[src/pkg/sbg_defines.svh]
// Purpose: offsets, field positions, reset values and counts for the serial port clock/status block
// Assumes: included by bare name from the design files
// Notes: definitions only
`ifndef SBG_DEFINES_SVH
`define SBG_DEFINES_SVH

`define SBG_OFF_STAT 3'h0
`define SBG_OFF_CON1 3'h1
`define SBG_OFF_RELOAD 3'h2
`define SBG_OFF_BUF 3'h3

`define SBG_STAT_SMP 7
`define SBG_STAT_CKE 6
`define SBG_CON1_WRITE_COLLISION 7
`define SBG_CON1_OVF 6
`define SBG_CON1_EN 5
`define SBG_CON1_CKP 4

`define SBG_STAT_RST 8'h00
`define SBG_CON1_RST 8'h00
`define SBG_RELOAD_RST 8'h00

`define SBG_DIV4_RELOAD 8'h00
`define SBG_DIV16_RELOAD 8'h03
`define SBG_DIV64_RELOAD 8'h0f

`define SBG_SPI_LAST_EDGE 5'h0f
`define SBG_SPI_DONE_EDGE 5'h10
`define SBG_BYTE_LAST_BIT 3'h7

`endif

[src/pkg/sbg_pkg.sv]
// Purpose: types shared by the serial port clock/status block
// Assumes: nothing
// Notes: mode codes follow the 4-bit mode field
package sbg_pkg;

    typedef enum logic [3:0] {
        SBG_M_SPI_DIV4 = 4'h0,
        SBG_M_SPI_DIV16 = 4'h1,
        SBG_M_SPI_DIV64 = 4'h2,
        SBG_M_SPI_T2 = 4'h3,
        SBG_M_SPI_SLV_SS = 4'h4,
        SBG_M_SPI_SLV_NOSS = 4'h5,
        SBG_M_I2C_S7 = 4'h6,
        SBG_M_I2C_S10 = 4'h7,
        SBG_M_I2C_MHW = 4'h8,
        SBG_M_RSV9 = 4'h9,
        SBG_M_SPI_BRG = 4'ha,
        SBG_M_I2C_MFW = 4'hb,
        SBG_M_RSVC = 4'hc,
        SBG_M_RSVD = 4'hd,
        SBG_M_I2C_S7SP = 4'he,
        SBG_M_I2C_S10SP = 4'hf
    } sbg_mode_t;

    typedef enum logic [1:0] {
        SBG_SPI_IDLE = 2'b01,
        SBG_SPI_SHIFT = 2'b10
    } sbg_spi_state_t;

endpackage

[src/core/sbg_port.sv]
// Purpose: baud counter, status and first control register of the synchronous serial port
// Assumes: I2C byte engine and start/stop detector run on MCLK and report by one-cycle pulses
// Notes: SPI shifting is done here; I2C bit timing beyond the serial clock is outside
// How it works
// - I2C master and reload SPI master clock is oscillator over four times reload plus one.
// - one serial clock period equals two reload counter rollovers.
// - SPI master samples at end of output time if phase bit set, else middle.
// - SPI shifts out on active-to-idle if edge bit set, else idle-to-active.
// - clock polarity bit sets SPI clock idle level.
// - I2C data-not-address flag follows the type of the last byte.
// - start-seen and stop-seen flags record the last bus condition.
// - start-seen and stop-seen are zero after reset and while disabled.
// - I2C slave keeps matched direction bit until start, stop or not-acknowledge.
// - I2C master direction bit shows transmit; idle when it and requests are zero.
// - ten-bit slave sets address-update flag when the address needs rewriting.
// - buffer-full sets on completed reception and clears when buffer empties.
// - I2C transmit keeps buffer-full set only while data bits are sent.
// - buffer write during transmission sets write collision; software clears it.
// - SPI slave overflow sets and drops byte when buffer unread; never as master.
// - I2C receive into a full buffer sets overflow.
// - port enable routes pins to the port; clearing frees them.
// - I2C slave clock polarity bit low stretches clock; unused as master.
// - mode field picks SPI master clock source.
// - mode field picks SPI slave with or without slave select.
// - mode field picks I2C slave and master modes; some codes reserved.
// - baud counter starts on buffer write or I2C master request and stops when the operation ends.
//
// Decided for this implementation: the address-and-strobe port and the address map.
`include "sbg_defines.svh"
`timescale 1ns/10ps
`default_nettype none

module sbg_port
    import sbg_pkg::*;
(
    input wire logic MCLK,
    input wire logic RSTN,
    input wire logic [2:0] ADDR,
    input wire logic [7:0] WDATA,
    input wire logic WR,
    input wire logic RD,
    output logic [7:0] RDATA,
    input wire logic T2_MATCH,
    input wire logic SDI,
    input wire logic SCK_IN,
    input wire logic SS_N_IN,
    input wire logic EV_START,
    input wire logic EV_STOP,
    input wire logic EV_NACK,
    input wire logic EV_ADDR_MATCH,
    input wire logic EV_RW,
    input wire logic EV_BYTE,
    input wire logic EV_BYTE_IS_DATA,
    input wire logic EV_RX,
    input wire logic [7:0] RX_DATA,
    input wire logic EV_TX_DONE,
    input wire logic EV_ADDR_UPDATE,
    input wire logic [4:0] REQ_BITS,
    output logic [7:0] TX_DATA,
    output logic SCK_O,
    output logic SCK_OE_N,
    output logic SDO_O,
    output logic SDO_OE_N,
    output logic PINS_ROUTED,
    output logic PORT_IDLE
);

    // register state
    logic smp_q, cke_q, da_q, p_q, s_q, rw_q, ua_q, bf_q;
    logic write_collision_q, ovf_q, en_q, ckp_q;
    sbg_mode_t mode_q;
    logic [7:0] reload_q, buf_q, tx_q, rx_q;
    // engine state
    sbg_spi_state_t spi_st_q;
    logic [7:0] cnt_q;
    logic pre_q, i2c_tx_q, i2c_scl_q, sck_lvl_q;
    logic [4:0] edge_q;
    logic sdi_m_q, sdi_s_q, sck_m_q, sck_s_q, sck_d_q, ss_m_q, ss_s_q;
    logic [2:0] sbit_q;
    logic seen_q;

    // mode decode
    wire spi_mst = en_q && (mode_q == SBG_M_SPI_DIV4 || mode_q == SBG_M_SPI_DIV16 ||
        mode_q == SBG_M_SPI_DIV64 || mode_q == SBG_M_SPI_T2 || mode_q == SBG_M_SPI_BRG);
    wire spi_slv = en_q && (mode_q == SBG_M_SPI_SLV_SS || mode_q == SBG_M_SPI_SLV_NOSS);
    wire i2c_mst = en_q && (mode_q == SBG_M_I2C_MHW || mode_q == SBG_M_I2C_MFW);
    wire i2c_slv = en_q && (mode_q == SBG_M_I2C_S7 || mode_q == SBG_M_I2C_S10 ||
        mode_q == SBG_M_I2C_S7SP || mode_q == SBG_M_I2C_S10SP);
    wire ten_bit = mode_q == SBG_M_I2C_S10 || mode_q == SBG_M_I2C_S10SP;
    wire i2c = i2c_mst || i2c_slv;
    wire spi = spi_mst || spi_slv;

    // register port decode
    wire wr_stat = WR && ADDR == `SBG_OFF_STAT;
    wire wr_con1 = WR && ADDR == `SBG_OFF_CON1;
    wire wr_rel = WR && ADDR == `SBG_OFF_RELOAD;
    wire wr_buf = WR && ADDR == `SBG_OFF_BUF;
    wire rd_buf = RD && ADDR == `SBG_OFF_BUF;
    wire [7:0] stat_rd = {smp_q, cke_q, da_q, p_q, s_q, rw_q, ua_q, bf_q};
    wire [7:0] con1_rd = {write_collision_q, ovf_q, en_q, ckp_q, mode_q};
    wire [7:0] rd_mux = ADDR == `SBG_OFF_STAT ? stat_rd :
        ADDR == `SBG_OFF_CON1 ? con1_rd :
        ADDR == `SBG_OFF_RELOAD ? reload_q :
        ADDR == `SBG_OFF_BUF ? buf_q : 8'h00;

    // transmit in progress blocks buffer writes
    wire slv_mid = spi_slv && sbit_q != 3'h0;
    wire busy = spi_st_q == SBG_SPI_SHIFT || i2c_tx_q || slv_mid;
    wire collide = wr_buf && busy;
    wire load = wr_buf && !busy && en_q;

    // baud counter: half-rate tick, reload on rollover
    wire [7:0] eff_reload = mode_q == SBG_M_SPI_DIV4 ? `SBG_DIV4_RELOAD :
        mode_q == SBG_M_SPI_DIV16 ? `SBG_DIV16_RELOAD :
        mode_q == SBG_M_SPI_DIV64 ? `SBG_DIV64_RELOAD : reload_q;
    wire i2c_run = i2c_mst && (i2c_tx_q || |REQ_BITS);
    wire brg_run = spi_st_q == SBG_SPI_SHIFT || i2c_run;
    wire tick = brg_run && pre_q;
    wire roll = mode_q == SBG_M_SPI_T2 ? (brg_run && T2_MATCH) : (tick && cnt_q == 8'h00);

    // SPI master edge roles
    wire lead_edge = !edge_q[0]; // even edges leave the idle level
    wire out_edge = cke_q ? !lead_edge : lead_edge;
    wire m_edge = roll && spi_mst && spi_st_q == SBG_SPI_SHIFT && edge_q <= `SBG_SPI_LAST_EDGE;
    wire m_done = roll && spi_mst && spi_st_q == SBG_SPI_SHIFT && edge_q == `SBG_SPI_DONE_EDGE;
    wire m_shift = m_edge && out_edge && !(!cke_q && edge_q == 5'h00);
    wire m_sample = smp_q ? ((m_edge && out_edge && edge_q != 5'h00) || (m_done && !cke_q))
        : (m_edge && !out_edge);

    // SPI slave edges, from the second sync flop and its delayed copy
    wire s_sel = spi_slv && (mode_q == SBG_M_SPI_SLV_NOSS || !ss_s_q);
    wire s_lead = s_sel && sck_s_q != ckp_q && sck_d_q == ckp_q;
    wire s_trail = s_sel && sck_s_q == ckp_q && sck_d_q != ckp_q;
    wire s_sample = cke_q ? s_lead : s_trail;
    wire s_shift = (cke_q ? s_trail : s_lead) && seen_q;
    wire s_done = s_sample && sbit_q == `SBG_BYTE_LAST_BIT;
    wire [7:0] rx_next = {rx_q[6:0], sdi_s_q};

    // I2C events, dead while disabled
    wire ev_start = i2c && EV_START;
    wire ev_stop = i2c && EV_STOP;
    wire i2c_rx = i2c && EV_RX;
    wire i2c_done = i2c && EV_TX_DONE;

    // status flag set/clear, set wins
    wire bf_set = m_done || (s_done && !bf_q) || (i2c_rx && !bf_q) || (load && i2c);
    wire bf_clr = rd_buf || i2c_done || !en_q;
    wire ovf_set = (s_done && bf_q) || (i2c_rx && bf_q);
    wire ovf_clr = wr_con1 && !WDATA[`SBG_CON1_OVF];
    wire write_collision_clr = wr_con1 && !WDATA[`SBG_CON1_WRITE_COLLISION];
    wire buf_from_rx = (s_done && !bf_q) || (i2c_rx && !bf_q);

    always_ff @(posedge MCLK) begin
        if (!RSTN) begin
            {smp_q, cke_q} <= 2'(`SBG_STAT_RST >> 6);
            {write_collision_q, ovf_q, en_q, ckp_q} <= 4'(`SBG_CON1_RST >> 4);
            mode_q <= SBG_M_SPI_DIV4;
            reload_q <= `SBG_RELOAD_RST;
        end else begin
            if (wr_stat) begin
                smp_q <= WDATA[`SBG_STAT_SMP];
                cke_q <= WDATA[`SBG_STAT_CKE];
            end
            if (wr_con1) begin
                en_q <= WDATA[`SBG_CON1_EN];
                ckp_q <= WDATA[`SBG_CON1_CKP];
                mode_q <= sbg_mode_t'(WDATA[3:0]);
            end
            if (wr_rel) begin
                reload_q <= WDATA;
            end
            write_collision_q <= collide || (write_collision_q && !write_collision_clr);
            ovf_q <= ovf_set || (ovf_q && !ovf_clr);
        end
    end

    // I2C status bits
    always_ff @(posedge MCLK) begin
        if (!RSTN || !en_q) begin
            {da_q, p_q, s_q, rw_q, ua_q, i2c_tx_q} <= 6'h00;
        end else begin
            if (i2c && EV_BYTE) begin
                da_q <= EV_BYTE_IS_DATA;
            end
            if (ev_start) begin
                s_q <= 1'b1;
                p_q <= 1'b0;
            end else if (ev_stop) begin
                p_q <= 1'b1;
                s_q <= 1'b0;
            end
            if (i2c_mst) begin
                rw_q <= (load || i2c_tx_q) && !i2c_done;
            end else if (i2c_slv && EV_ADDR_MATCH) begin
                rw_q <= EV_RW;
            end else if (i2c_slv && (ev_start || ev_stop || EV_NACK)) begin
                rw_q <= 1'b0;
            end
            if (i2c_slv && ten_bit && EV_ADDR_UPDATE) begin
                ua_q <= 1'b1;
            end else if (wr_rel) begin
                ua_q <= 1'b0;
            end
            i2c_tx_q <= (i2c && load) || (i2c_tx_q && !i2c_done);
        end
    end

    // buffer and shift registers
    always_ff @(posedge MCLK) begin
        if (!RSTN) begin
            bf_q <= 1'b0;
            buf_q <= 8'h00;
            tx_q <= 8'h00;
            rx_q <= 8'h00;
        end else begin
            bf_q <= bf_set || (bf_q && !bf_clr);
            if (load) begin
                buf_q <= WDATA;
                tx_q <= WDATA;
            end else if (m_shift || s_shift) begin
                tx_q <= {tx_q[6:0], 1'b0};
            end
            if (m_sample || s_sample) begin
                rx_q <= rx_next;
            end
            if (m_done) begin
                buf_q <= m_sample ? rx_next : rx_q;
            end else if (buf_from_rx) begin
                buf_q <= i2c_rx ? RX_DATA : rx_next;
            end
        end
    end

    // baud counter and SPI master sequence
    always_ff @(posedge MCLK) begin
        if (!RSTN || !en_q) begin
            spi_st_q <= SBG_SPI_IDLE;
            cnt_q <= 8'h00;
            pre_q <= 1'b0;
            edge_q <= 5'h00;
            i2c_scl_q <= 1'b1;
            sck_lvl_q <= 1'b0;
        end else begin
            if (load) begin
                cnt_q <= eff_reload;
                pre_q <= 1'b0;
            end else if (brg_run) begin
                pre_q <= !pre_q;
                if (roll) begin
                    cnt_q <= eff_reload;
                end else if (tick) begin
                    cnt_q <= cnt_q - 8'h01;
                end
            end
            if (i2c_run && roll) begin
                i2c_scl_q <= !i2c_scl_q;
            end
            case (spi_st_q)
                SBG_SPI_IDLE: begin
                    sck_lvl_q <= ckp_q;
                    edge_q <= 5'h00;
                    if (load && spi_mst) begin
                        spi_st_q <= SBG_SPI_SHIFT;
                    end
                end
                SBG_SPI_SHIFT: begin
                    if (m_edge) begin
                        sck_lvl_q <= !sck_lvl_q;
                    end
                    if (roll) begin
                        edge_q <= edge_q + 5'h01;
                    end
                    if (m_done) begin
                        spi_st_q <= SBG_SPI_IDLE;
                    end
                end
                default: begin
                    spi_st_q <= SBG_SPI_IDLE;
                end
            endcase
        end
    end

    // pin synchronisers and SPI slave bit count
    always_ff @(posedge MCLK) begin
        if (!RSTN) begin
            {sdi_m_q, sdi_s_q, sck_m_q, sck_s_q, sck_d_q} <= 5'h00;
            {ss_m_q, ss_s_q} <= 2'h3;
            sbit_q <= 3'h0;
            seen_q <= 1'b0;
        end else begin
            sdi_m_q <= SDI;
            sdi_s_q <= sdi_m_q;
            sck_m_q <= SCK_IN;
            sck_s_q <= sck_m_q;
            sck_d_q <= sck_s_q;
            ss_m_q <= SS_N_IN;
            ss_s_q <= ss_m_q;
            if (!s_sel) begin
                sbit_q <= 3'h0;
                seen_q <= 1'b0;
            end else if (s_sample) begin
                sbit_q <= sbit_q + 3'h1;
                seen_q <= !s_done;
            end
        end
    end

    // registered outputs
    always_ff @(posedge MCLK) begin
        if (!RSTN) begin
            RDATA <= 8'h00;
            TX_DATA <= 8'h00;
            {SCK_O, SCK_OE_N, SDO_O, SDO_OE_N} <= 4'hf;
            PINS_ROUTED <= 1'b0;
            PORT_IDLE <= 1'b1;
        end else begin
            RDATA <= RD ? rd_mux : 8'h00;
            TX_DATA <= buf_q;
            PINS_ROUTED <= en_q;
            PORT_IDLE <= !(rw_q || |REQ_BITS);
            SCK_O <= spi_mst ? sck_lvl_q : i2c_mst ? i2c_scl_q : !i2c_slv;
            SCK_OE_N <= spi_mst ? 1'b0 : i2c_mst ? i2c_scl_q : i2c_slv ? ckp_q : 1'b1;
            SDO_O <= tx_q[7];
            SDO_OE_N <= !(spi_mst || s_sel);
        end
    end

    // assertion helpers: cycles between baud rollovers in reload mode
    logic [9:0] gap_q;
    logic gap_ok_q;
    always_ff @(posedge MCLK) begin
        if (!RSTN || load || !brg_run) begin
            gap_q <= 10'h000;
            gap_ok_q <= 1'b0;
        end else if (roll) begin
            gap_q <= 10'h000;
            gap_ok_q <= 1'b1;
        end else begin
            gap_q <= gap_q + 10'h001;
        end
    end
endmodule // sbg_port

`default_nettype wire

[config.mk]
export PLATFORM = sky130hd
export DESIGN_NAME = sbg_port
export DESIGN_NICKNAME = d
export VERILOG_FILES = /design/src/pkg/sbg_pkg.sv /design/src/core/sbg_port.sv
export VERILOG_INCLUDE_DIRS = /design/src /design/src/pkg
export SDC_FILE = /design/constraint.sdc
export NUM_CORES = 1
export LEC_CHECK = 0
export BUFFER_PORTS_ARGS = -buffer_cell sky130_fd_sc_hd__buf_2
export CAP_MARGIN = 40
export CORE_UTILIZATION = 45
export CTS_CLUSTER_DIAMETER = 30
export DETAILED_ROUTE_END_ITERATION = 10
export SLEW_MARGIN = 25
export SYNTH_ARGS = -nofsm -noshare
export SYNTH_HDL_FRONTEND = slang
export SYNTH_SLANG_ARGS = --single-unit
[constraint.sdc]
create_clock -name MCLK -period 3.16 [get_ports MCLK]
set_clock_uncertainty 0.2 [all_clocks]
set_input_delay 0.632 -clock MCLK [delete_from_list [all_inputs] [get_ports MCLK]]
set_output_delay 0.632 -clock MCLK [all_outputs]
set_load 0.01 [all_outputs]
# Word level (Yosys, flattened, before mapping)
# Cells that the tools add are included.
# word_totals
output_inout_bits,22
reg_bits,100
elab_cells,252
in_bits,42
# op_classes
addsub,3
n_reduce_logical,138
n_eq_ne,27
n_mux,42
magnitude_cmp,1
# ops
cell,n
2-to-1 mux 8 bit,18
logical AND 1 bit,57
logical OR 1 bit,36
zero test 1 bit,22
== test 4 bit (second input constant),5
2-to-1 mux 1 bit,18
== test 4 x 3 -> 1 bit (second input constant),4
AND reduction 2 bit,6
nonzero test 3 bit,4
case mux 5 bit (2 select lines),1
nonzero test 2 bit,5
== test 4 x 2 -> 1 bit (second input constant),2
zero test 8 bit,1
!= test 2 bit (second input constant),4
subtractor 8 x 1 -> 8 bit (second input constant),1
== test 3 x 2 -> 1 bit (second input constant),2
adder 5 x 1 -> 5 bit (second input constant),1
== test 5 bit (second input constant),1
less-or-equal comparator 5 x 4 -> 1 bit (second input constant),1
zero test 5 bit,1
2-to-1 mux 5 bit,1
nonzero test 5 bit,1
OR reduction 5 bit,1
== test 4 x 1 -> 1 bit (second input constant),1
other kinds (13),17

# Logic depth before layout (Yosys ltp)
# Gate-level depths: netlist (run 1).
# logic_depth
ltp_word,17
depth_mapped,11
ltp_nobuf,8

# Least setup slack after synthesis (run 1)
# OpenSTA, ideal clock, no wires.
# synth_path
path_type,register to register
from,register edge_q[0]
to,register rx_q[1]
required_time_ns,2.888
slack_ns,0.729
n_path_buf,3
period_less_slack_ns,2.431
arrival_ns,2.160
setup_time_ns,0.072
stages_incl_launch_ff,11
cell_sequence,dfxtp_1 clkbuf_1 inv_1 ha_1 or3b_1 a2111oi_2 a32oi_1 buf_6 o21bai_4 buf_6 mux2i_1
# synth_via
elab_chain_cells,7
word_cells_on_any_way,15
classes_between,order compare: 1; eq/ne: 1; mux: 2; reduce/logical: 11
# synth_lines
item,line_no,text
"start, declared",sbg_port.sv:77,logic [4:0] edge_q;
"start signal, assigned",sbg_port.sv:271,edge_q <= edge_q + 5'h01;
less-or-equal comparator 5 x 4 -> 1 bit (no source line) or zero test 1 bit (tied branches),--,
logical AND 1 bit (no source line) or 2-to-1 mux 1 bit (tied branches),--,
logical AND 1 bit (2 in a row),sbg_port.sv:127,wire m_sample = smp_q ? ((m_edge && out_edge && edge_q != 5'h00) || (m_done && !cke_q))
logical OR 1 bit,sbg_port.sv:127,
2-to-1 mux 1 bit *,sbg_port.sv:127,
logical OR 1 bit *,sbg_port.sv:223,if (m_sample || s_sample) begin
"end signal, assigned",sbg_port.sv:224,rx_q <= rx_next;
"end, declared",sbg_port.sv:72,"logic [7:0] reload_q, buf_q, tx_q, rx_q;"
# Mark *: on every way between the ends. The rest lies on a longest branch, timed or not.
# A chain may end at the register's enable or synchronous reset.

# Worst setup path after layout (run 1)
# layout_path
from,register edge_q[0]
to,register rx_q[4]
# Same word-level chain as after synthesis.

==> results of run 1 <==
[synthesized netlist by cell type, drive strengths merged (2+ instances only)]
| master | count | area share |
|---|---|---|
| nor2b | 13 | 0.018 |
| a21boi | 15 | 0.023 |
| ha | 8 | 0.020 |
| nand3b | 2 | 0.0030 |
| xnor2 | 6 | 0.010 |
| o211ai | 3 | 0.0045 |
| or3 | 5 | 0.0062 |
| a211oi | 12 | 0.026 |
| inv | 14 | 0.010 |
| nand4 | 3 | 0.0037 |
| nor4 | 3 | 0.0050 |
| o21a | 2 | 0.0030 |
| nor4bb | 2 | 0.0040 |
| a21o | 3 | 0.0045 |
| o311ai | 9 | 0.016 |
| a22oi | 4 | 0.0060 |
| and2 | 17 | 0.022 |
| nor4b | 2 | 0.0035 |
| clkbuf | 19 | 0.014 |
| nor2 | 31 | 0.027 |
| nor3 | 9 | 0.0090 |
| nand2b | 13 | 0.016 |
| o21ai | 32 | 0.036 |
| a31oi | 3 | 0.0037 |
| or3b | 2 | 0.0035 |
| buf | 18 | 0.027 |
| o211a | 2 | 0.0040 |
| nand3 | 15 | 0.015 |
| nand2 | 63 | 0.047 |
| mux2 | 2 | 0.0045 |
| and3 | 8 | 0.010 |
| dfxtp | 100 | 0.40 |
| o22ai | 2 | 0.0025 |
| a21oi | 31 | 0.032 |
| a32o | 2 | 0.0042 |
| o221ai | 9 | 0.016 |
| mux2i | 49 | 0.098 |
| a41oi | 2 | 0.0072 |
[critical path, cell delays in order, from the launching register on]
cell and delay (ns):
dfxtp_1 0.41, inv_1 0.15, ha_1 0.17, or3b_1 0.39, a2111oi_2 0.53, a32oi_1 0.20
buf_4 0.23, o21bai_4 0.31, mux2i_1 0.23
[area by class of cell]
| class | instances | area (sq um) | share of cell area |
|---|---|---|---|
| sequential | 100 | 2000 | 0.356 |
| clock inverter | 7 | 115 | 0.0204 |
| inverter | 15 | 56.3 | 0.0100 |
| clock buffer | 9 | 124 | 0.0220 |
| multi-input combinational | 402 | 2750 | 0.489 |
| tap | 140 | 175 | 0.0311 |
| timing repair buffer | 75 | 405 | 0.0720 |
[kinds of logic (layout without fill, tap and decap cells)]
kind of cell / count (synthesis) / after routing / synth area share
AND/OR/NAND/NOR: 196 / 196 / 0.207
AO/OA/AOI/OAI: 139 / 139 / 0.205
flip-flops: 100 / 100 / 0.399
buffers and inverters: 52 / 106 / 0.0528
multiplexers: 51 / 51 / 0.102
adder cells (fa/ha/maj): 9 / 9 / 0.0219
XOR/XNOR: 7 / 7 / 0.0122
[state kept, by name, summed over array words and instances, names as in the netlist, 2 cells and up]
name,flops
cnt_q,8
TX_DATA,8
rx_q,8
edge_q,5
spi_st_q,2
tx_q,8
RDATA,8
reload_q,8
sbit_q,3
buf_q,8
mode_q,4
[through the flow]
step	total power [mW]	utilization	area (sq um)	worst slack (ns)	hold WS (ns)
after global placement	1.43	0.497	5390	0.313	0.193
final	2.38	0.519	5630	0.256	0.208
after detailed placement	1.43	0.497	5390	0.281	0.196
after CTS	2.41	0.519	5630	0.247	0.214
after global routing	2.47	0.519	5630	0.100	0.233
after floorplan	1.37	-	5020	0.729	0.186
[final timing paths]
kind / end / slack (ns) / cells after the start
worst max-delay path: rx_q[4]$_SDFFE_PN0P_ / 0.26 / 8
worst min register to register: ss_s_q$_SDFF_PN1_ / 0.21 / 1
worst max register to register: rx_q[4]$_SDFFE_PN0P_ / 0.26 / 8
worst min-delay path: ss_s_q$_SDFF_PN1_ / 0.21 / 1
[layer usage]
metal | track usage | part of all wire
met1 | 0.331 | 0.47
met5 | 0 | 0
met3 | 0.0502 | 0.061
met2 | 0.389 | 0.45
met4 | 0.0773 | 0.016
[where the power goes]
group / total, mW / switching [mW] / internal (mW) / leakage [nW]
Combinational: 0.123 / 0.0724 / 0.0503 / 1.31
Sequential: 1.28 / 0.0111 / 1.27 / 0.809
Clock: 0.972 / 0.449 / 0.523 / 0.115
Total: 2.38 / 0.533 / 1.85 / 2.23
==> results.txt, run 1 <==
----------------------------------------------------
[Status]
  Status ... finished clean

[Clock tree]
  TritonCTS clock tree ... built
  Clock transition at path regs ... 0.10 ns
  Post-CTS Setup Bufs ... 0
  Clock tree sinks ... 100
  Post-CTS Resized ... 0
  Number of buffers created by CTS ... 9
  Worst-Skew Late Latency ... approximately 0.38 ns
  Post-CTS Hold Buffers ... 0
  Clock tree root buffer cell ... clkbuf_8
  Longest Clk Path Bufs ... 2
  Number of H-tree branching levels ... 3

[Timing]
  Endpoints failing setup ... 0
  Final slew viol count ... 0
  Setup Total Neg Slack ... 0 ns
  Final clock period utilization by the worst path ... 0.919
  Final period demand of the worst path ... 2.90 ns
  Slew at the pin closest to its max-slew limit ... 0.646 ns
  Maximum achievable frequency ... 344 MHz
  Unrepaired setup endpoints after global routing ... no
  Slew Limit Headroom ... 0.564
  Final hold violation count ... 0

[Setup path]
  Capturing element type of the critical path ... flop
  Critical path launch point type ... flop
  Reg-to-reg startpoint ... edge_q[0]$_SDFFE_PP0P_
  Worst setup startpoint ... edge_q[0]$_SDFFE_PP0P_
  Critical path start-end classification ... reg2reg
  Largest fanout of any net on the critical path ... 9
  Worst Path Arrival ... ~3.0 ns
  Data required time at the worst endpoint ... 3.27 ns

[Routing]
  Number of nets with antenna violations after detailed routing ... 0
  Post-DR wirelength/cell ... around 18 microns
  First drt pass iteration count ... 7
  Sum of routed wire length over all layers ... 13.4 mm
  Starting DRT DRC Count ... 338
  Residual DRC ... 0
  Via total after detailed routing ... approximately 4.2k
  Detail-routed via count per cell ... 5.66

[Logic synthesis]
  Primary FF master, synth ... dfxtp_1
  Fraction of the yosys area taken by sequential cells ... 0.399
  FF+latch count, synth ... 100
  Post-Synthesis Mean Instance Area ... 9.06 sq um
  Cell count after synthesis ... around 550
  Post-Synthesis Cell Area ... 0.00502 sq mm
  Number of synthesized flops with an enable pin ... 0
  Yosys warnings ... 0
  Total nets after synthesis ... 604
  Count of different cell masters after synthesis ... 74
  FFs w/ async S/R, synth ... 0

[Final layout]
  Count of filler cells inserted in the layout ... slightly above 1k
  Filler-free cell count of the finished design ... 748
  Diodes inserted ... 0
  Ratio of cells with drive above 1 in the final layout ... 0.204
  Commonest cells after routing, fill and taps aside ... dfxtp_1, nand2_1, buf_2
  # nets final ... around 650
  Most common library cell in the layout ignoring fill and taps ... dfxtp_1
  Area Overhead vs Synth ... 12.2%

[Pwr]
  PwrDens ... 422 mW/mm^2
  Peak supply drop ... 305 uV
  Leak ... 2.23 nW

[Floorplan]
  Core area ... 0.0108 sq mm
  Die extent in x ... 108 microns
  Count of boundary I/O pins ... 64
  Die Span Y ... 108 microns
  Number of rows in the core area ... 38
  Total Die Area ... ~0.012 sq mm
  Starting utilization of the core area ... 0.463

[GRT]
  Number of global-route vias before repair ... between 4k and 5k
  Aggregate global routing overflow ... 0
  Total GRT Usage ... 0.245
  Antenna violations before repair ... 0
  Maximum number of pins on one net before global-route repair ... 31
  First-pass GRT wire length ... 21.2 mm

[Placement]
  Cells after DPL ... between 700 and 800
  GP Congestion ... 0.883
  Number of buffers inserted by port buffering ... 63
  Dpl hpwl ... 9.96 mm

[Worst hold path]
  Hold path startpoint ... ss_m_q$_SDFF_PN1_
  Worst Hold Class ... reg2reg

[Flow run]
  Max-cap violation count ... 0

----------------------------------------------------
No activity file was read; power rests on OpenSTA's default activity.
==> run 2: changes to the inputs <==
==> constraint.sdc (replaced) <==
create_clock -name MCLK -period 3.16 [get_ports MCLK]
set_clock_uncertainty 0.2 [all_clocks]
set_input_delay 0 -clock MCLK [delete_from_list [all_inputs] [get_ports MCLK]]
set_output_delay 0 -clock MCLK [all_outputs]
set_load 0.01 [all_outputs]
==> run 2 against run 1 <==
Against the previous run: worst setup slack improved by 0.081 ns; power grew 2.5%; first-iteration DRC count is 3.6% higher; flip-flop and latch count stayed put; via count up 3.3%; routed wire length grew 3.0%; combinational power up 26%; clock power increased by 2.8%; critical path depth fell by 2.
==> results.txt, run 2 (synthesized netlist as in run 1, its figures left out) <==
----------------------------------------------------
[Status]
  Status ... finished clean

[GRT]
  Total GRT Usage ... 0.252
  Aggregate global routing overflow ... 0
  Maximum number of pins on one net before global-route repair ... 44
  Number of global-route vias before repair ... 4221
  Antenna violations before repair ... 0
  First-pass GRT wire length ... 22.1 mm

[Floorplan]
  Core area ... roughly 0.011 sq mm
  Number of rows in the core area ... 38
  Count of boundary I/O pins ... 64
  Die Span Y ... between 100 and 150 microns
  Total Die Area ... approximately 0.012 sq mm
  Die extent in x ... 108 microns
  Starting utilization of the core area ... 0.463

[Routing]
  Detail-routed via count per cell ... 5.57
  Residual DRC ... 0
  Post-DR wirelength/cell ... 17.6 microns
  Starting DRT DRC Count ... 350
  Via total after detailed routing ... around 4.4k
  First drt pass iteration count ... 5
  Number of nets with antenna violations after detailed routing ... 0
  Sum of routed wire length over all layers ... about 14 mm

[Clock tree]
  Clock tree root buffer cell ... clkbuf_8
  Clock tree sinks ... 100
  Worst-Skew Late Latency ... ~0.38 ns
  Longest Clk Path Bufs ... 2
  Number of buffers created by CTS ... 9
  TritonCTS clock tree ... built
  Clock transition at path regs ... approximately 0.10 ns
  Number of H-tree branching levels ... 3

[Timing]
  Setup Total Neg Slack ... 0 ns
  Final worst slack ... 0.337 ns
  Final period demand of the worst path ... 2.82 ns
  Final clock period utilization by the worst path ... 0.893
  Slew Limit Headroom ... 0.573
  Final slew viol count ... 0
  Final hold slack ... 0.0946 ns
  Maximum achievable frequency ... 354 MHz
  Unrepaired setup endpoints after global routing ... no
  Slew at the pin closest to its max-slew limit ... 0.641 ns
  Final hold violation count ... 0
  Endpoints failing setup ... 0

[Final layout]
  Final core utilization ... 0.556
  Commonest cells after routing, fill and taps aside ... dfxtp_1, nand2_1, buf_2
  Count of filler cells inserted in the layout ... 1010
  Area Overhead vs Synth ... 20.0%
  Most common library cell in the layout ignoring fill and taps ... dfxtp_1
  Post-route cell area ... between 0.006 and 0.007 sq mm
  Ratio of cells with drive above 1 in the final layout ... 0.188
  Diodes inserted ... 0
  # nets final ... 690
  Filler-free cell count of the finished design ... 785

[Setup path]
  Number of buffer and inverter instances along the worst setup path ... 0
  Capturing element type of the critical path ... flop
  Critical path start-end classification ... reg2reg
  Critical path cell sequence ... nor4bb_1, a21boi_2, a32o_2, or3_1, nor2_2, a211oi_2
  Dominant delay contributor by cell family on the critical path ... compound AO/OA/AOI/OAI gates
  Data required time at the worst endpoint ... 3.26 ns
  Stage delay of the slowest cell on the critical path ... 0.58 ns
  Largest fanout of any net on the critical path ... 18
  Worst Path Arrival ... 2.93 ns
  Critical path launch point type ... flop
  Minimum setup slack among reg-to-reg paths ... 0.34 ns
  Slowest CP cell ... dfxtp_1

[Flow run]
  Max-cap violation count ... 0

[Pwr]
  Leak ... 2.39 nW
  PwrDens ... between 400 and 500 mW/mm^2
  Peak supply drop ... 258 uV
  Power after layout ... 2.44 mW

[Placement]
  Placement-stage worst setup slack ... 0.367 ns
  Placed cell area ... around 0.0054 sq mm
  Dpl hpwl ... 9.74 mm
  GP Congestion ... 0.910
  Cells after DPL ... 728
  Number of buffers inserted by port buffering ... 63

[Worst hold path]
  Worst Hold Class ... in2reg

----------------------------------------------------
[run 2: changes by cell type in the layout (fill, tap and decap cells not counted)]
cell | before | now
dlygate4sd3_1 | 0 | 41
buf_4 | 12 | 8
clkbuf_8 | 9 | 10
clkinv_2 | 2 | 1
clkinv_4 | 0 | 1
clkinvlp_4 | 2 | 1
dfxtp_1 | 100 | 99
dfxtp_2 | 0 | 1
[run 2: area by class of cell]
| type | instances | area, sq um | area share |
|---|---|---|---|
| inverters | 15 | 56.3 | 0.00935 |
| clock inverters | 6 | 111 | 0.0185 |
| multi-input cells | 402 | 2750 | 0.457 |
| repair buffers | 112 | 786 | 0.130 |
| flip-flops and latches | 100 | 2000 | 0.333 |
| well taps | 140 | 175 | 0.0291 |
| clock buffers | 10 | 138 | 0.0229 |
[run 2: path summary, 6_finish.rpt]
kind | startpoint | end | cells past startpoint
max | en_q$_SDFFE_PN0P_ | buf_q[0]$_SDFFE_PN0P_ | 6
min | T2_MATCH | edge_q[0]$_SDFFE_PP0P_ | 6
max reg2reg | en_q$_SDFFE_PN0P_ | buf_q[0]$_SDFFE_PN0P_ | 6
min reg2reg | ss_m_q$_SDFF_PN1_ | ss_s_q$_SDFF_PN1_ | 1
[run 2: where the power goes]
part           internal [mW]  total (mW)  switching [mW]  leakage, nW
sequential              1.27        1.28          0.0124        0.809
clock                  0.547       0.999           0.451        0.122
combinational         0.0764       0.155          0.0788         1.46
total                   1.90        2.44           0.542         2.39
[run 2: tightest hold or removal path: cells and delay by family]
kind	cells	cell delay [ns]
and+or+nand+nor	2	0.15
AOI/OAI and AO/OA	3	0.36
buffers and inverters	1	0.11
[run 2: metal layers]
layer / wire length, microns / GRT usage / vias to the layer above
met5: 0 / 0 / -
met4: 290 / 0.0793 / 0
met3: 561 / 0.0406 / 25
met2: 6290 / 0.405 / 111
met1: 6640 / 0.345 / 2065
li1: - / - / 2169
[run 2: repair_timing]
action,in CTS,in global routing
setup endpoints to repair,0,1
buffers inserted,0,0
hold endpoints to repair,54,0
hold buffers,41,0
resized for setup,0,1
==> run 3: changes to the inputs <==
--- a/config.mk
+++ b/config.mk
@@ -6,12 +6,12 @@
 export SDC_FILE = /design/constraint.sdc
 export NUM_CORES = 1
 export LEC_CHECK = 0
-export BUFFER_PORTS_ARGS = -buffer_cell sky130_fd_sc_hd__buf_2
 export CAP_MARGIN = 40
 export CORE_UTILIZATION = 45
 export CTS_CLUSTER_DIAMETER = 30
 export DETAILED_ROUTE_END_ITERATION = 10
-export SLEW_MARGIN = 25
+export DONT_BUFFER_PORTS = 1
+export SLEW_MARGIN = 15
 export SYNTH_ARGS = -nofsm -noshare
 export SYNTH_HDL_FRONTEND = slang
 export SYNTH_SLANG_ARGS = --single-unit
==> run 3 against run 2 <==
Against the previous run: final area is 4.7% lower; via count is 3.6% lower; flip-flop and latch count stayed put; sequential power hardly changed; routed wire length is 3.5% lower; critical path type unchanged.
==> results.txt, run 3 (synthesized netlist as in run 1, its figures left out) <==
----------------------------------------------------
[Status]
  Status ... finished clean

[Clock tree]
  Clock tree sinks ... 100
  Number of buffers created by CTS ... 9
  Longest Clk Path Bufs ... 2
  Post-CTS Resized ... 0
  Worst-Skew Late Latency ... 0.40 ns
  Number of H-tree branching levels ... 3
  Post-CTS Setup Bufs ... 0
  Clock tree root buffer cell ... clkbuf_8
  TritonCTS clock tree ... built
  Clock transition at path regs ... 0.11 ns

[Timing]
  Unrepaired setup endpoints after global routing ... no
  Final period demand of the worst path ... 2.92 ns
  Final clock period utilization by the worst path ... 0.923
  Endpoints failing setup ... 0
  Final slew viol count ... 0
  Setup Total Neg Slack ... 0 ns
  Slew Limit Headroom ... 0.583
  Maximum achievable frequency ... roughly 340 MHz
  Slew at the pin closest to its max-slew limit ... 0.623 ns
  Final hold violation count ... 0

[Routing]
  Post-DR wirelength/cell ... roughly 18 microns
  First drt pass iteration count ... 5
  Detail-routed via count per cell ... 5.77
  Number of nets with antenna violations after detailed routing ... 0
  Sum of routed wire length over all layers ... between 10 and 15 mm
  Starting DRT DRC Count ... just under 400
  Residual DRC ... 0
  Via total after detailed routing ... roughly 4.2k

[Pwr]
  PwrDens ... between 300 and 400 mW/mm^2
  Peak supply drop ... 259 uV
  Leak ... 2.14 nW

[Setup path]
  Capturing element type of the critical path ... flop
  Critical path start-end classification ... reg2reg
  Minimum setup slack among reg-to-reg paths ... 0.24 ns
  End of the worst register-to-register path ... buf_q[6]$_SDFFE_PN0P_
  Destination of the critical timing path ... buf_q[6]$_SDFFE_PN0P_
  Reg-to-reg startpoint ... mode_q[2]$_SDFFE_PN0P_
  Worst Path Arrival ... approximately 3 ns
  Data required time at the worst endpoint ... 3.28 ns
  Largest fanout of any net on the critical path ... 18
  Critical path launch point type ... flop
  Slowest CP cell ... dfxtp_1
  Worst setup startpoint ... mode_q[2]$_SDFFE_PN0P_
  Critical path cell sequence ... nor4bb_1, a21boi_2, a32o_2, or3_1, nor2_2, a211oi_2
  Number of cells traversed by the worst register-to-register path ... 6
  Stage delay of the slowest cell on the critical path ... 0.69 ns

[Final layout]
  Commonest cells after routing, fill and taps aside ... dfxtp_1, nand2_1, mux2i_1
  Area Overhead vs Synth ... 14.3%
  Final core utilization ... 0.529
  Count of filler cells inserted in the layout ... 1020
  Ratio of cells with drive above 1 in the final layout ... 0.100
  Most common library cell in the layout ignoring fill and taps ... dfxtp_1
  # nets final ... 635
  Diodes inserted ... 0

[Placement]
  Number of buffers inserted by port buffering ... 0
  Dpl hpwl ... around 9.3 mm
  GP Congestion ... 0.842

[Floorplan]
  Number of rows in the core area ... 38
  Die extent in x ... 108 microns
  Total Die Area ... 0.0116 sq mm
  Core area ... 0.0108 sq mm
  Die Span Y ... 108 microns
  Count of boundary I/O pins ... 64
  Starting utilization of the core area ... 0.463

[Flow run]
  Max-cap violation count ... 0

[GRT]
  Aggregate global routing overflow ... 0
  Maximum number of pins on one net before global-route repair ... 68
  Number of global-route vias before repair ... 4083
  Total GRT Usage ... 0.245
  Antenna violations before repair ... 0
  First-pass GRT wire length ... 21.2 mm

[Worst hold path]
  Worst Hold Class ... in2reg

----------------------------------------------------
run 3: cell types whose count changed in the layout (fill, tap and decap cells not counted), sizes merged:
cell	previous run	this run
dlygate4sd3	41	47
buf	71	10
bufinv	3	0
inv	14	17
run 3: worst max-delay path: cells and delay by family (launching register included):
family / cells / cell delay [ns]
AOI/OAI and AO/OA: 3 / 1.03
DFF: 1 / 0.69
and+or+nand+nor: 3 / 0.91
run 3: cell type report:
type | instances | area [sq um] | area share
clock buffers | 10 | 138 | 0.0240
inverters | 15 | 56.3 | 0.00981
well taps | 140 | 175 | 0.0305
multi-input cells | 402 | 2750 | 0.480
flip-flops and latches | 100 | 2000 | 0.349
clock inverters | 6 | 56.3 | 0.00981
repair buffers | 57 | 558 | 0.0973
run 3: repair_timing:
item                                    4_1_cts  5_1_grt
hold endpoints to repair                    100        0
endpoints found under the setup margin        0        0
hold buffers                                 48        0
run 3: worst min path at each step:
stage                     startpoint                     end  cells past startpoint
final                        ADDR[1]  mode_q[3]$_SDFFE_PN0P_                      3
after global routing         ADDR[1]  mode_q[1]$_SDFFE_PN0P_                      3
after CTS                    ADDR[1]  mode_q[3]$_SDFFE_PN0P_                      3
after detailed placement        RSTN     SCK_OE_N$_SDFF_PN1_                      1
after global placement          RSTN     SCK_OE_N$_SDFF_PN1_                      1
after floorplan              SS_N_IN       ss_m_q$_SDFF_PN1_                      1
run 3: per-stage QoR:
stage | total power, mW | hold slack, ns | worst slack (ns) | instance area [sq um] | cells
5_1_grt | 2.33 | 0.0385 | 0.0500 | 5740 | 730
2_1_floorplan | 1.37 | -0.0985 | 0.729 | 5020 | 554
3_3_place_gp | 1.37 | -0.125 | 0.347 | 5050 | 666
6_report | 2.24 | 0.0367 | 0.243 | 5740 | 730
4_1_cts | 2.26 | 0.0149 | 0.302 | 5740 | 730
3_5_place_dp | 1.37 | -0.121 | 0.337 | 5050 | 666
run 3: routing by layer:
layer  vias up  wire, microns  GRT usage
met4         0            310     0.0939
met1      2023           6250      0.326
met3        25            713     0.0563
li1       2047              -          -
met2       118           6020      0.382
met5         -              0          0
run 3: power breakdown:
part / internal [mW] / switching [mW]
clock network: 0.325 / 0.501
registers: 1.27 / 0.0149
logic: 0.0633 / 0.0666
total: 1.66 / 0.582
